## src/include/scms_map.svh

```systemverilog
// Offsets, field positions, reset values and timing counts of the mode sequencer.
// Assumes a 50 MHz pclk and an APB slave with 32-bit aligned registers.
// Notes on behaviour
// - After power-on, self-diagnose with run flashing green and debug dark.
// - PROGRAM: safety comms and programs halted, both indicators dark, downloads accepted.
// - RUN: comms running, validated programs only, run green, debug dark.
// - Debug stopped: comms on, programs idle, forcing allowed, run dark, debug yellow.
// - Debug running: comms on, programs run, forcing allowed, both indicators lit.
// - RESTORE: no comms, no programs, both indicators flash.
// - Mode is independent of the host controller mode in both directions.
// - Forced refresh is refused outside the two debug sub-modes.
// - Debug is entered only on request from an online tool session.
// - Session lost in debug: fall back to PROGRAM after 30 seconds.
// - At most one tool session; further openings are refused.
// - Initializing and RESTORE: inputs ignored, outputs and status word cleared.
// - PROGRAM: inputs ignored, outputs cleared, status refreshed; else all refresh.
// - PROGRAM to debug or RUN starts exchange; RUN also initializes and restarts.
// - Debug sub-mode switch reinitializes; to running restarts, to stopped clears forcing.
// - Entering PROGRAM stops exchange and zeroes received and sent safety data.
// - RUN or debug running to PROGRAM reinitializes variables and halts programs.
// - Debug running to PROGRAM also clears every forced state.
// - RUN to PROGRAM erases stored safety programs from non-volatile storage.
// - After initialization go to RUN if a validated application exists, else PROGRAM.
// - PROGRAM to debug erases stored safety application data.
`ifndef SCMS_MAP_SVH
`define SCMS_MAP_SVH
`define SCMS_OFF_CMD 8'h00
`define SCMS_OFF_STATUS 8'h04
`define SCMS_OFF_FLASH 8'h08
`define SCMS_OFF_SWORD 8'h0C
`define SCMS_OFF_FLAGS 8'h10
`define SCMS_CMD_PROGRAM 0
`define SCMS_CMD_RUN 1
`define SCMS_CMD_DBG_STOP 2
`define SCMS_CMD_DBG_RUN 3
`define SCMS_CMD_RESTORE 4
`define SCMS_CMD_SESS_OPEN 5
`define SCMS_CMD_SESS_CLOSE 6
`define SCMS_CMD_FORCE 7
`define SCMS_FLG_FORCE_REJ 0
`define SCMS_FLG_SESS_REJ 1
`define SCMS_FLG_MODE_REJ 2
`define SCMS_CLK_HZ 32'd50000000
`define SCMS_FALLBACK_S 32'd30
`define SCMS_FALLBACK_CYC (`SCMS_FALLBACK_S * `SCMS_CLK_HZ)
`define SCMS_FLASH_HALF_MS 32'd250
`define SCMS_FLASH_RST (`SCMS_FLASH_HALF_MS * (`SCMS_CLK_HZ / 32'd1000))
`endif

```

## src/include/scms_pkg.sv

```systemverilog
// Types shared by the mode sequencer.
// Assumes nothing beyond the map header for numeric values.
package scms_pkg;
  typedef enum logic [2:0] {
    MODE_INIT,
    MODE_PROGRAM,
    MODE_RUN,
    MODE_DBG_STOP,
    MODE_DBG_RUN,
    MODE_RESTORE
  } scms_mode_t;
endpackage

```

## src/design/scms_mode_seq.sv

```systemverilog
// Operating-mode sequencer: modes, indicators, I/O data gating and transition actions.
// Assumes APB from a single master, all inputs synchronous to pclk.
//
// Design decisions made here: the placing of the registers and the APB interface to the registers.
`timescale 1ns/1ps
`include "scms_map.svh"
module scms_mode_seq #(
  parameter int SAFE_W = 32,
  parameter int STD_W = 32,
  parameter int STAT_W = 16,
  parameter logic [31:0] FALLBACK_CYCLES = `SCMS_FALLBACK_CYC
) (
  // Clock and reset
  input wire logic pclk,
  input wire logic presetn,
  // APB slave
  input wire logic psel,
  input wire logic penable,
  input wire logic pwrite,
  input wire logic [7:0] paddr,
  input wire logic [31:0] pwdata,
  output logic [31:0] prdata,
  output logic pready,
  output logic pslverr,
  // Unit status inputs
  input wire logic selftest_done,
  input wire logic app_validated,
  input wire logic tool_link_ok,
  input wire logic force_refresh_req,
  // Process data sources
  input wire logic [SAFE_W-1:0] safety_in,
  input wire logic [STD_W-1:0] std_in,
  input wire logic [SAFE_W-1:0] safety_out_src,
  input wire logic [STD_W-1:0] std_out_src,
  input wire logic [STAT_W-1:0] status_src,
  // Gated process data
  output logic [SAFE_W-1:0] safety_in_q,
  output logic [STD_W-1:0] std_in_q,
  output logic [SAFE_W-1:0] safety_out,
  output logic [STD_W-1:0] std_out,
  output logic [STAT_W-1:0] status_word,
  // Indicators
  output logic run_led_green,
  output logic debug_led_yellow,
  // Execution levels and transition actions
  output logic comm_active,
  output logic prog_exec,
  output logic forcing_active,
  output logic force_refresh_ack,
  output logic comm_start_pulse,
  output logic comm_stop_pulse,
  output logic var_init_pulse,
  output logic prog_restart_pulse,
  output logic force_clear_pulse,
  output logic erase_prog_pulse,
  output logic erase_app_pulse
);
  scms_pkg::scms_mode_t mode_reg, mode_next;
  logic [31:0] flash_reg, flash_cnt_reg, flash_lim, fallback_cnt_reg, prdata_reg;
  logic [2:0] flags_reg;
  logic [7:0] cmd;
  logic flash_phase_reg, session_reg, wr, rd_setup, mapped, mode_rej, is_dbg, fallback_hit;

  assign wr = psel && penable && pwrite;
  assign rd_setup = psel && !penable;
  assign mapped = (paddr == `SCMS_OFF_CMD) || (paddr == `SCMS_OFF_STATUS) ||
                  (paddr == `SCMS_OFF_FLASH) || (paddr == `SCMS_OFF_SWORD) ||
                  (paddr == `SCMS_OFF_FLAGS);
  // Registers answer without wait states; read data is captured in the setup cycle.
  assign pready = 1'b1;
  assign pslverr = psel && penable && !mapped;
  assign prdata = prdata_reg;
  assign cmd = (wr && paddr == `SCMS_OFF_CMD) ? pwdata[7:0] : 8'h00;
  assign is_dbg = (mode_reg == scms_pkg::MODE_DBG_STOP) || (mode_reg == scms_pkg::MODE_DBG_RUN);
  assign fallback_hit = is_dbg && !session_reg && (fallback_cnt_reg >= FALLBACK_CYCLES - 32'd1);

  always_ff @(posedge pclk or negedge presetn) begin
    if (!presetn) begin
      prdata_reg <= 32'h00000000;
    end else if (rd_setup) begin
      if (paddr == `SCMS_OFF_STATUS) begin
        prdata_reg <= {24'h000000, forcing_active, prog_exec, comm_active, session_reg,
                       1'b0, 3'(mode_reg)};
      end else if (paddr == `SCMS_OFF_FLASH) begin
        prdata_reg <= flash_reg;
      end else if (paddr == `SCMS_OFF_SWORD) begin
        prdata_reg <= 32'(status_word);
      end else if (paddr == `SCMS_OFF_FLAGS) begin
        prdata_reg <= {29'h00000000, flags_reg};
      end else begin
        prdata_reg <= 32'h00000000;
      end
    end
  end

  always_ff @(posedge pclk or negedge presetn) begin
    if (!presetn) begin
      flash_reg <= `SCMS_FLASH_RST;
    end else if (wr && paddr == `SCMS_OFF_FLASH) begin
      flash_reg <= pwdata;
    end
  end

  // A single shared toggle keeps both flashing indicators in step.
  assign flash_lim = (flash_reg == 32'h00000000) ? 32'h00000000 : flash_reg - 32'd1;
  always_ff @(posedge pclk or negedge presetn) begin
    if (!presetn) begin
      flash_cnt_reg <= 32'h00000000;
      flash_phase_reg <= 1'b0;
    end else if (flash_cnt_reg >= flash_lim) begin
      flash_cnt_reg <= 32'h00000000;
      flash_phase_reg <= !flash_phase_reg;
    end else begin
      flash_cnt_reg <= flash_cnt_reg + 32'd1;
    end
  end

  // Mode changes come only from local commands, the self-test and the fallback timer;
  // no host controller mode enters here and none leaves.
  always_comb begin
    mode_next = mode_reg;
    mode_rej = 1'b0;
    case (mode_reg)
      scms_pkg::MODE_INIT: begin
        if (selftest_done) begin
          mode_next = app_validated ? scms_pkg::MODE_RUN : scms_pkg::MODE_PROGRAM;
        end
      end
      scms_pkg::MODE_PROGRAM: begin
        if (cmd[`SCMS_CMD_RUN]) begin
          if (app_validated) begin
            mode_next = scms_pkg::MODE_RUN;
          end else begin
            mode_rej = 1'b1;
          end
        end else if (cmd[`SCMS_CMD_DBG_STOP]) begin
          if (session_reg) begin
            mode_next = scms_pkg::MODE_DBG_STOP;
          end else begin
            mode_rej = 1'b1;
          end
        end else if (cmd[`SCMS_CMD_RESTORE]) begin
          mode_next = scms_pkg::MODE_RESTORE;
        end else if (cmd[`SCMS_CMD_DBG_RUN]) begin
          mode_rej = 1'b1;
        end
      end
      scms_pkg::MODE_RUN: begin
        if (cmd[`SCMS_CMD_PROGRAM]) begin
          mode_next = scms_pkg::MODE_PROGRAM;
        end else if (cmd[`SCMS_CMD_DBG_STOP] || cmd[`SCMS_CMD_DBG_RUN]) begin
          mode_rej = 1'b1;
        end
      end
      scms_pkg::MODE_DBG_STOP, scms_pkg::MODE_DBG_RUN: begin
        if (fallback_hit || cmd[`SCMS_CMD_PROGRAM]) begin
          mode_next = scms_pkg::MODE_PROGRAM;
        end else if (cmd[`SCMS_CMD_DBG_RUN]) begin
          mode_next = scms_pkg::MODE_DBG_RUN;
        end else if (cmd[`SCMS_CMD_DBG_STOP]) begin
          mode_next = scms_pkg::MODE_DBG_STOP;
        end
      end
      scms_pkg::MODE_RESTORE: begin
        if (cmd[`SCMS_CMD_PROGRAM]) begin
          mode_next = scms_pkg::MODE_PROGRAM;
        end
      end
      default: mode_next = scms_pkg::MODE_INIT;
    endcase
  end

  always_ff @(posedge pclk or negedge presetn) begin
    if (!presetn) begin
      mode_reg <= scms_pkg::MODE_INIT;
    end else begin
      mode_reg <= mode_next;
    end
  end

  always_ff @(posedge pclk or negedge presetn) begin
    if (!presetn) begin
      session_reg <= 1'b0;
    end else if (!tool_link_ok || cmd[`SCMS_CMD_SESS_CLOSE]) begin
      session_reg <= 1'b0;
    end else if (cmd[`SCMS_CMD_SESS_OPEN]) begin
      session_reg <= 1'b1;
    end
  end

  // The timer restarts whenever a session is present, so a reconnection cancels it.
  always_ff @(posedge pclk or negedge presetn) begin
    if (!presetn) begin
      fallback_cnt_reg <= 32'h00000000;
    end else if (!is_dbg || session_reg || fallback_hit) begin
      fallback_cnt_reg <= 32'h00000000;
    end else begin
      fallback_cnt_reg <= fallback_cnt_reg + 32'd1;
    end
  end

  // Sticky refusal flags; a new refusal wins over a write-one-to-clear in the same cycle.
  always_ff @(posedge pclk or negedge presetn) begin
    if (!presetn) begin
      flags_reg <= 3'h0;
    end else begin
      flags_reg[`SCMS_FLG_FORCE_REJ] <= (!is_dbg && (cmd[`SCMS_CMD_FORCE] || force_refresh_req)) ||
        (flags_reg[`SCMS_FLG_FORCE_REJ] &&
         !(wr && paddr == `SCMS_OFF_FLAGS && pwdata[`SCMS_FLG_FORCE_REJ]));
      flags_reg[`SCMS_FLG_SESS_REJ] <= (cmd[`SCMS_CMD_SESS_OPEN] &&
        (session_reg || !tool_link_ok)) || (flags_reg[`SCMS_FLG_SESS_REJ] &&
         !(wr && paddr == `SCMS_OFF_FLAGS && pwdata[`SCMS_FLG_SESS_REJ]));
      flags_reg[`SCMS_FLG_MODE_REJ] <= mode_rej || (flags_reg[`SCMS_FLG_MODE_REJ] &&
         !(wr && paddr == `SCMS_OFF_FLAGS && pwdata[`SCMS_FLG_MODE_REJ]));
    end
  end

  always_ff @(posedge pclk or negedge presetn) begin
    if (!presetn) begin
      forcing_active <= 1'b0;
      force_refresh_ack <= 1'b0;
    end else begin
      force_refresh_ack <= is_dbg && force_refresh_req;
      if (!is_dbg || mode_next != mode_reg) begin
        forcing_active <= 1'b0;
      end else if (cmd[`SCMS_CMD_FORCE]) begin
        forcing_active <= 1'b1;
      end
    end
  end

  // Indicators and execution levels.
  always_ff @(posedge pclk or negedge presetn) begin
    if (!presetn) begin
      run_led_green <= 1'b0;
      debug_led_yellow <= 1'b0;
      comm_active <= 1'b0;
      prog_exec <= 1'b0;
    end else begin
      case (mode_reg)
        scms_pkg::MODE_INIT: begin
          run_led_green <= flash_phase_reg;
          debug_led_yellow <= 1'b0;
        end
        scms_pkg::MODE_RUN: begin
          run_led_green <= 1'b1;
          debug_led_yellow <= 1'b0;
        end
        scms_pkg::MODE_DBG_STOP: begin
          run_led_green <= 1'b0;
          debug_led_yellow <= 1'b1;
        end
        scms_pkg::MODE_DBG_RUN: begin
          run_led_green <= 1'b1;
          debug_led_yellow <= 1'b1;
        end
        scms_pkg::MODE_RESTORE: begin
          run_led_green <= flash_phase_reg;
          debug_led_yellow <= flash_phase_reg;
        end
        default: begin
          run_led_green <= 1'b0;
          debug_led_yellow <= 1'b0;
        end
      endcase
      comm_active <= (mode_reg == scms_pkg::MODE_RUN) || is_dbg;
      prog_exec <= (mode_reg == scms_pkg::MODE_RUN) ||
                   (mode_reg == scms_pkg::MODE_DBG_RUN);
    end
  end

  // Process data gating by mode.
  always_ff @(posedge pclk or negedge presetn) begin
    if (!presetn) begin
      safety_in_q <= '0;
      std_in_q <= '0;
      safety_out <= '0;
      std_out <= '0;
      status_word <= '0;
    end else begin
      if ((mode_reg == scms_pkg::MODE_RUN) || is_dbg) begin
        safety_in_q <= safety_in;
        std_in_q <= std_in;
        safety_out <= safety_out_src;
        std_out <= std_out_src;
      end else begin
        safety_in_q <= '0;
        std_in_q <= '0;
        safety_out <= '0;
        std_out <= '0;
      end
      if ((mode_reg == scms_pkg::MODE_INIT) || (mode_reg == scms_pkg::MODE_RESTORE)) begin
        status_word <= '0;
      end else begin
        status_word <= status_src;
      end
    end
  end

  // One-cycle action pulses, registered on the same edge at which the mode register changes.
  always_ff @(posedge pclk or negedge presetn) begin
    if (!presetn) begin
      comm_start_pulse <= 1'b0;
      comm_stop_pulse <= 1'b0;
      var_init_pulse <= 1'b0;
      prog_restart_pulse <= 1'b0;
      force_clear_pulse <= 1'b0;
      erase_prog_pulse <= 1'b0;
      erase_app_pulse <= 1'b0;
    end else begin
      comm_start_pulse <= (mode_reg == scms_pkg::MODE_PROGRAM) &&
        (mode_next == scms_pkg::MODE_RUN || mode_next == scms_pkg::MODE_DBG_STOP);
      comm_stop_pulse <= (mode_next == scms_pkg::MODE_PROGRAM) &&
        ((mode_reg == scms_pkg::MODE_RUN) || is_dbg);
      var_init_pulse <= (mode_reg != mode_next) &&
        ((mode_next == scms_pkg::MODE_RUN && mode_reg == scms_pkg::MODE_PROGRAM) ||
         (is_dbg && mode_next != scms_pkg::MODE_PROGRAM) ||
         (mode_next == scms_pkg::MODE_PROGRAM && (mode_reg == scms_pkg::MODE_RUN ||
          mode_reg == scms_pkg::MODE_DBG_RUN)));
      prog_restart_pulse <= (mode_next == scms_pkg::MODE_RUN && mode_reg == scms_pkg::MODE_PROGRAM)
        || (mode_next == scms_pkg::MODE_DBG_RUN && mode_reg == scms_pkg::MODE_DBG_STOP);
      force_clear_pulse <= (mode_reg == scms_pkg::MODE_DBG_RUN) &&
        (mode_next == scms_pkg::MODE_DBG_STOP || mode_next == scms_pkg::MODE_PROGRAM);
      erase_prog_pulse <= (mode_reg == scms_pkg::MODE_RUN) &&
        (mode_next == scms_pkg::MODE_PROGRAM);
      erase_app_pulse <= (mode_reg == scms_pkg::MODE_PROGRAM) &&
        (mode_next == scms_pkg::MODE_DBG_STOP);
    end
  end
endmodule

```

## config.mk

```make
export PLATFORM = sky130hd
export DESIGN_NAME = scms_mode_seq
export DESIGN_NICKNAME = d
export VERILOG_FILES = /design/src/include/scms_pkg.sv /design/src/design/scms_mode_seq.sv
export VERILOG_INCLUDE_DIRS = /design/src /design/src/include
export SDC_FILE = /design/constraint.sdc
export NUM_CORES = 1
export LEC_CHECK = 0
export ABC_AREA = 1
export BUFFER_PORTS_ARGS = -buffer_cell sky130_fd_sc_hd__buf_4
export CAP_MARGIN = 40
export CELL_PAD_IN_SITES_DETAIL_PLACEMENT = 0
export CELL_PAD_IN_SITES_GLOBAL_PLACEMENT = 1
export CORE_MARGIN = 10
export CORE_UTILIZATION = 42
export DETAILED_ROUTE_END_ITERATION = 8
export GPL_ROUTABILITY_DRIVEN = 0
export PLACE_DENSITY = 0.85
export SETUP_SLACK_MARGIN = 0.5
export SLEW_MARGIN = 0
export SYNTH_ARGS = -nofsm -noshare
export SYNTH_HDL_FRONTEND = slang
export SYNTH_SLANG_ARGS = --single-unit
```

## constraint.sdc

```tcl
create_clock -name pclk -period 9.6 [get_ports pclk]
set_input_delay 0.48 -clock pclk [delete_from_list [all_inputs] [get_ports pclk]]
set_output_delay 0.48 -clock pclk [all_outputs]
set_load 0.005 [all_outputs]
```

; Word-level counts from Yosys, hierarchy flattened
; Index checks and enable logic that the tools add are counted.
[classes]
addsub = 3
order_cmp = 2
n_eq_ne = 16
muxes = 40
reduce_logical = 70
[op_table]
columns = op, n
row1 = $mux W32, 10
row2 = $add A32 B1 Y32 const B, 2
row3 = $mux W3, 11
row4 = $ge A32 B31 Y1 const B, 1
row5 = $ge A32 B32 Y1, 1
row6 = $logic_not A32 Y1, 1
row7 = $sub A32 B1 Y32 const B, 1
row8 = $logic_and A1 B1 Y1, 28
row9 = $logic_or A1 B1 Y1, 24
row10 = $eq A8 B4 Y1 const B, 2
row11 = $mux W16, 1
row12 = $eq A3 B2 Y1 const B, 4
row13 = $mux W1, 12
row14 = $pmux W3 S4, 1
row15 = $eq A3 B3 Y1 const B, 3
row16 = $logic_not A1 Y1, 9
row17 = $eq A8 B3 Y1 const B, 1
row18 = $eq A8 B5 Y1 const B, 1
row19 = $logic_not A8 Y1, 1
row20 = $mux W8, 1
row21 = $reduce_or A2 Y1, 4
row22 = $eq A3 B1 Y1 const B, 2
row23 = $ne A3 B3 Y1, 2
row24 = $pmux W1 S2, 3
row25 = 4 further kinds, 5
[word_totals]
ff_bits = 293
inputBits = 193
out_inout_bits = 191
wordCells = 157

; Logic depth before layout (Yosys ltp)
[logic_depth]
word_depth = 13
mapped_depth = 21
ltp_nobuf = 20

; Least setup slack after synthesis
; No wires, ideal clock.
[synth_path]
path_type = reg2reg
from = reg flash_reg[2]
to = reg flash_cnt_reg[12]
setup_time_ps = 128
arrival_ps = 2896
required_ps = 9472
path_slack_ps = 6576
path_stages_with_launch = 20
n_path_buf = 1
path_cell_list = dfrtp_1 nor2_2 nand2_1 nor3_4 nand2_2 nor2_4 nand3_2 nor2_4 nand4_2 inv_2 nand2_1 nand2_1 nand3_1 ha_1 nand4_1 nor4_1 nand4_1 nand3_1 buf_2 nor3b_1
[synth_via]
elab_chain_cells = 4
[synth_lines]
columns = element, line_no
row1 = "start, declared", scms_mode_seq.sv:59  ; logic [31:0] flash_reg, flash_cnt_reg, flash_lim, fallback_cnt_reg, prdata_reg;
row2 = "start signal, assigned", scms_mode_seq.sv:98  ; flash_reg <= `SCMS_FLASH_RST;
row3 = "start signal, assigned", scms_mode_seq.sv:100  ; flash_reg <= pwdata;
row4 = $sub A32 B1 Y32 or $logic_not A32 Y1 (tied branches), scms_mode_seq.sv:105  ; assign flash_lim = (flash_reg == 32'h00000000) ? 32'h00000000 : flash_reg - 32'd1;
row5 = $mux W32 (*), scms_mode_seq.sv:105
row6 = $ge A32 B32 Y1 (*), scms_mode_seq.sv:110  ; end else if (flash_cnt_reg >= flash_lim) begin
row7 = $mux W32 (*), scms_mode_seq.sv:110
row8 = "end signal, assigned", scms_mode_seq.sv:114  ; flash_cnt_reg <= flash_cnt_reg + 32'd1;
row9 = "end, declared", scms_mode_seq.sv:59
; Mark *: on every way between the ends. The rest lies on a longest branch, timed or not.
; A chain may end at the register's enable or synchronous reset.

; Final worst setup path
[layout_path]
from = reg flash_reg[8]
to = reg flash_phase_reg
[layout_via]
elab_chain_cells = 3
[layout_lines]
columns = element, line_no
row1 = $sub A32 B1 Y32 or $logic_not A32 Y1 (tied branches), scms_mode_seq.sv:105
row2 = $mux W32 (*), scms_mode_seq.sv:105
row3 = $ge A32 B32 Y1 (*), scms_mode_seq.sv:110
row4 = "end signal, assigned", scms_mode_seq.sv:112  ; flash_phase_reg <= !flash_phase_reg;
row5 = "end, declared", scms_mode_seq.sv:62  ; logic flash_phase_reg, session_reg, wr, rd_setup, mapped, mode_rej, is_dbg, fallback_hit;
; Marked as above.

==> key figures <==
Status
  – Outcome: finished clean

Logic synthesis
  – Syn nets: 1843
  – Cell variety after synth: 55
  – Avg Inst Size Synth: 8.528 um2
  – Syn. warnings: 0
  – Post-synth top area share: 51.09%
  – Mapped Area: 13760 um2
  – Largest cells by area after synthesis: dfrtp_1 (51%), nand2_1 (9.6%), inv_1 (7.6%)
  – Yosys reg bits: 293
  – Register area share after synthesis: 53.38%
  – Yosys top cell by area: dfrtp_1
  – Synth Instances: 1614

Layout
  – Share of cells above drive strength 1: 26.48%
  – Most common cell after layout, fill and taps aside: buf_4
  – Most frequent cells in the layout: buf_4 (387), nand2_1 (351), dfrtp_1 (281), inv_1 (277), nor2_1 (188)
  – P&R area growth vs syn: 32.21%
  – Post-route design area: 18200 um2
  – Final #Nets: 2232
  – ANT cells: 0

Place
  – Dpl cell area: 17100 um2
  – Post-DP HPWL: 34340 um
  – Port bufs: 382

Setup path
  – Critical Path Start Type: register
  – CP dominant cell by count: nand3_1
  – Max stage delay on crit path: 0.68 ns
  – Worst setup EP type: register
  – CP max FO: 33
  – Critical path class: register to register
  – Critical Path, Cell by Cell: or2_1 -> nor2_2 -> nand3_1 -> nor3_1 -> nand4_1 -> nand3_1 -> ha_1 -> nand3_1 -> nor3_1 -> nand3_1 -> nor4_1 -> nand4_1 -> nand3_1 -> buf_4 -> xor2_1
  – Delay-heaviest family, CP: simple AND/OR/NAND/NOR gates
  – CP required: 10.04 ns
  – Crit path buffers/inverters: 1
  – Crit path DAT: 4.37 ns
  – CP max stage cell: nand4_1

Routing
  – Via-to-Cell Ratio: 4.768
  – Wire per inst: 17.32 um
  – DRT Pass-1 Iters: 4
  – First DRT Iteration DRCs: 546
  – DR vias: 11780
  – Post-Route WL: 42780 um
  – DRC: 0
  – Routed Antenna Nets: 0

Power and ir drop
  – Maximum VDD drop: 0.2075 mV
  – P_leak: 0.01014 uW
  – Pwr Density: 217.1 nW/um2

Global routing
  – Largest net degree at the start of global routing: 114
  – Vias in the first global route: 12120
  – Global-route wire length before repair: 67630 um
  – Global router's overall resource usage: 20.94%
  – Grt ovf: 0
  – Initial antenna violation count: 0

Timing
  – RSZ-0062 raised after global routing: no
  – Sum of negative setup slack: 0 ns
  – Final hold vios: 0
  – Highest clock rate: 254.7 MHz
  – Final Skew: 0.02585 ns
  – Worst-margin pin slew: 0.9013 ns
  – Setup violators final: 0
  – Period minus WS final: 3.927 ns
  – Slew Limit Fails: 0
  – Final Cycle Share: 40.91%
  – Slew headroom: 39.91%

Clocking
  – PostCTS Resize Cnt: 0
  – H-tree level count: 2
  – CTS tree: built
  – Hold_buf cts: 0
  – Reg clk slew, reported paths: 0.06 ns
  – Post-CTS Setup Repair Bufs: 0
  – Root Buffer: clkbuf_16
  – CTS sink cnt: 293
  – Clock Latency Late Sink: 0.52 ns
  – CTS Buf Count: 35
  – Clock Path Buffers: 3

Floorplan
  – Row count: 66
  – Starting Density: 42.41%
  – I/O pins: 384
  – Die Y: 201.0 um
  – Die area: 40410 um2
  – Die width: 201.0 um
  – Core Area: 32450 um2

Hold path
  – Min-delay worst type: input port to async pin

Job
  – Maxcap violations: 0
[area by class of cell]
cell class | instances | area, um2
fillers | 3075 | 14260
clock inverters | 6 | 55.05
flip-flops and latches | 293 | 7347
well taps | 442 | 553.0
inverters | 294 | 1106
repair buffers | 390 | 2968
multi-input cells | 989 | 5124
clock buffers | 56 | 1045
[worst reg2reg max path: stages, from the launching register on]
cell     delay, ns
dfrtp_1       0.42
or2_1         0.26
nor2_2        0.21
nand3_1       0.10
nor3_1        0.28
nand4_1       0.68
nand3_1       0.34
ha_1          0.19
nand3_1       0.11
nor3_1        0.17
nand3_1       0.09
nor4_1        0.25
nand4_1       0.12
nand3_1       0.10
buf_4         0.34
xor2_1        0.19
[layer usage]
layer	track usage [%]	vias to the layer above	wire length [um]
li1	-	5832	-
met1	22.17	5591	15660
met2	37.89	290	22330
met3	7.487	63	3514
met4	6.708	0	1278
met5	0	-	0
[cell families (layout without fill, tap and decap cells)]
| group | Yosys count | after routing | share of synthesized area, % |
|---|---|---|---|
| other | 2 | 2 | 0.05456 |
| AND/OR/NAND/NOR | 763 | 763 | 25.28 |
| adder cells (fa/ha/maj) | 36 | 36 | 3.272 |
| flip-flops | 293 | 293 | 53.38 |
| buffers and inverters | 332 | 746 | 9.399 |
| AO/OA/AOI/OAI | 153 | 153 | 6.363 |
| XOR/XNOR | 33 | 33 | 2.100 |
| multiplexers | 2 | 2 | 0.1545 |
[worst paths after layout]
check / startpoint / end / slack, ns / depth (start not counted)
max: flash_reg[8]$_DFFE_PN0P_ / flash_phase_reg$_DFFE_PN0P_ / 5.67 / 15
min: presetn / std_out[16]$_DFF_PN0_ / 0.03 / 1
max reg2reg: flash_reg[8]$_DFFE_PN0P_ / flash_phase_reg$_DFFE_PN0P_ / 5.67 / 15
min reg2reg: flash_cnt_reg[0]$_DFF_PN0_ / flash_cnt_reg[0]$_DFF_PN0_ / 0.48 / 1
max in group asynchronous: presetn / safety_in_q[5]$_DFF_PN0_ / 7.48 / 3
min in group pclk: safety_in[15] / safety_in_q[15]$_DFF_PN0_ / 0.14 / 3
[per-stage QoR]
step / util (%) / total power [uW] / hold slack (ns) / cells / setup WS (ns)
5_1_grt: 56.07 / 4188 / 0.1102 / 2470 / 5.093
3_3_place_gp: 52.54 / 2714 / 0.4682 / 2406 / 5.772
4_1_cts: 56.07 / 4015 / 0.07515 / 2470 / 5.676
3_5_place_dp: 52.68 / 2739 / 0.4751 / 2408 / 5.665
2_1_floorplan: - / 2041 / 0.1844 / 1614 / 6.576
6_report: 56.07 / 3950 / 0.03332 / 2470 / 5.673
[cell usage after synthesis (all sizes together)]
| cell | n |
|---|---|
| a211oi | 1 |
| mux2 | 1 |
| dfrtp | 281 |
| or2 | 5 |
| and3 | 2 |
| inv | 290 |
| buf | 28 |
| dfstp | 12 |
| o21ai | 58 |
| a21oi | 65 |
| nor3b | 9 |
| nand4 | 29 |
| a31oi | 7 |
| xor2 | 26 |
| a2111o | 1 |
| conb | 2 |
| a221oi | 4 |
| o311ai | 1 |
| nand3b | 3 |
| a31o | 1 |
| o221ai | 8 |
| a32oi | 1 |
| nand3 | 78 |
| ha | 36 |
| nand2 | 373 |
| clkinv | 4 |
| xnor2 | 7 |
| o211ai | 3 |
| nor2 | 208 |
| nor4 | 16 |
| a21o | 1 |
| nor3 | 40 |
| mux2i | 1 |
| clkbuf | 10 |
| a311o | 2 |
[power by group]
part           internal (uW)  switching, uW
Clock                    747            511
Combinational            488            615
Sequential              1490           99.1
(Power assumes the default switching activity.)
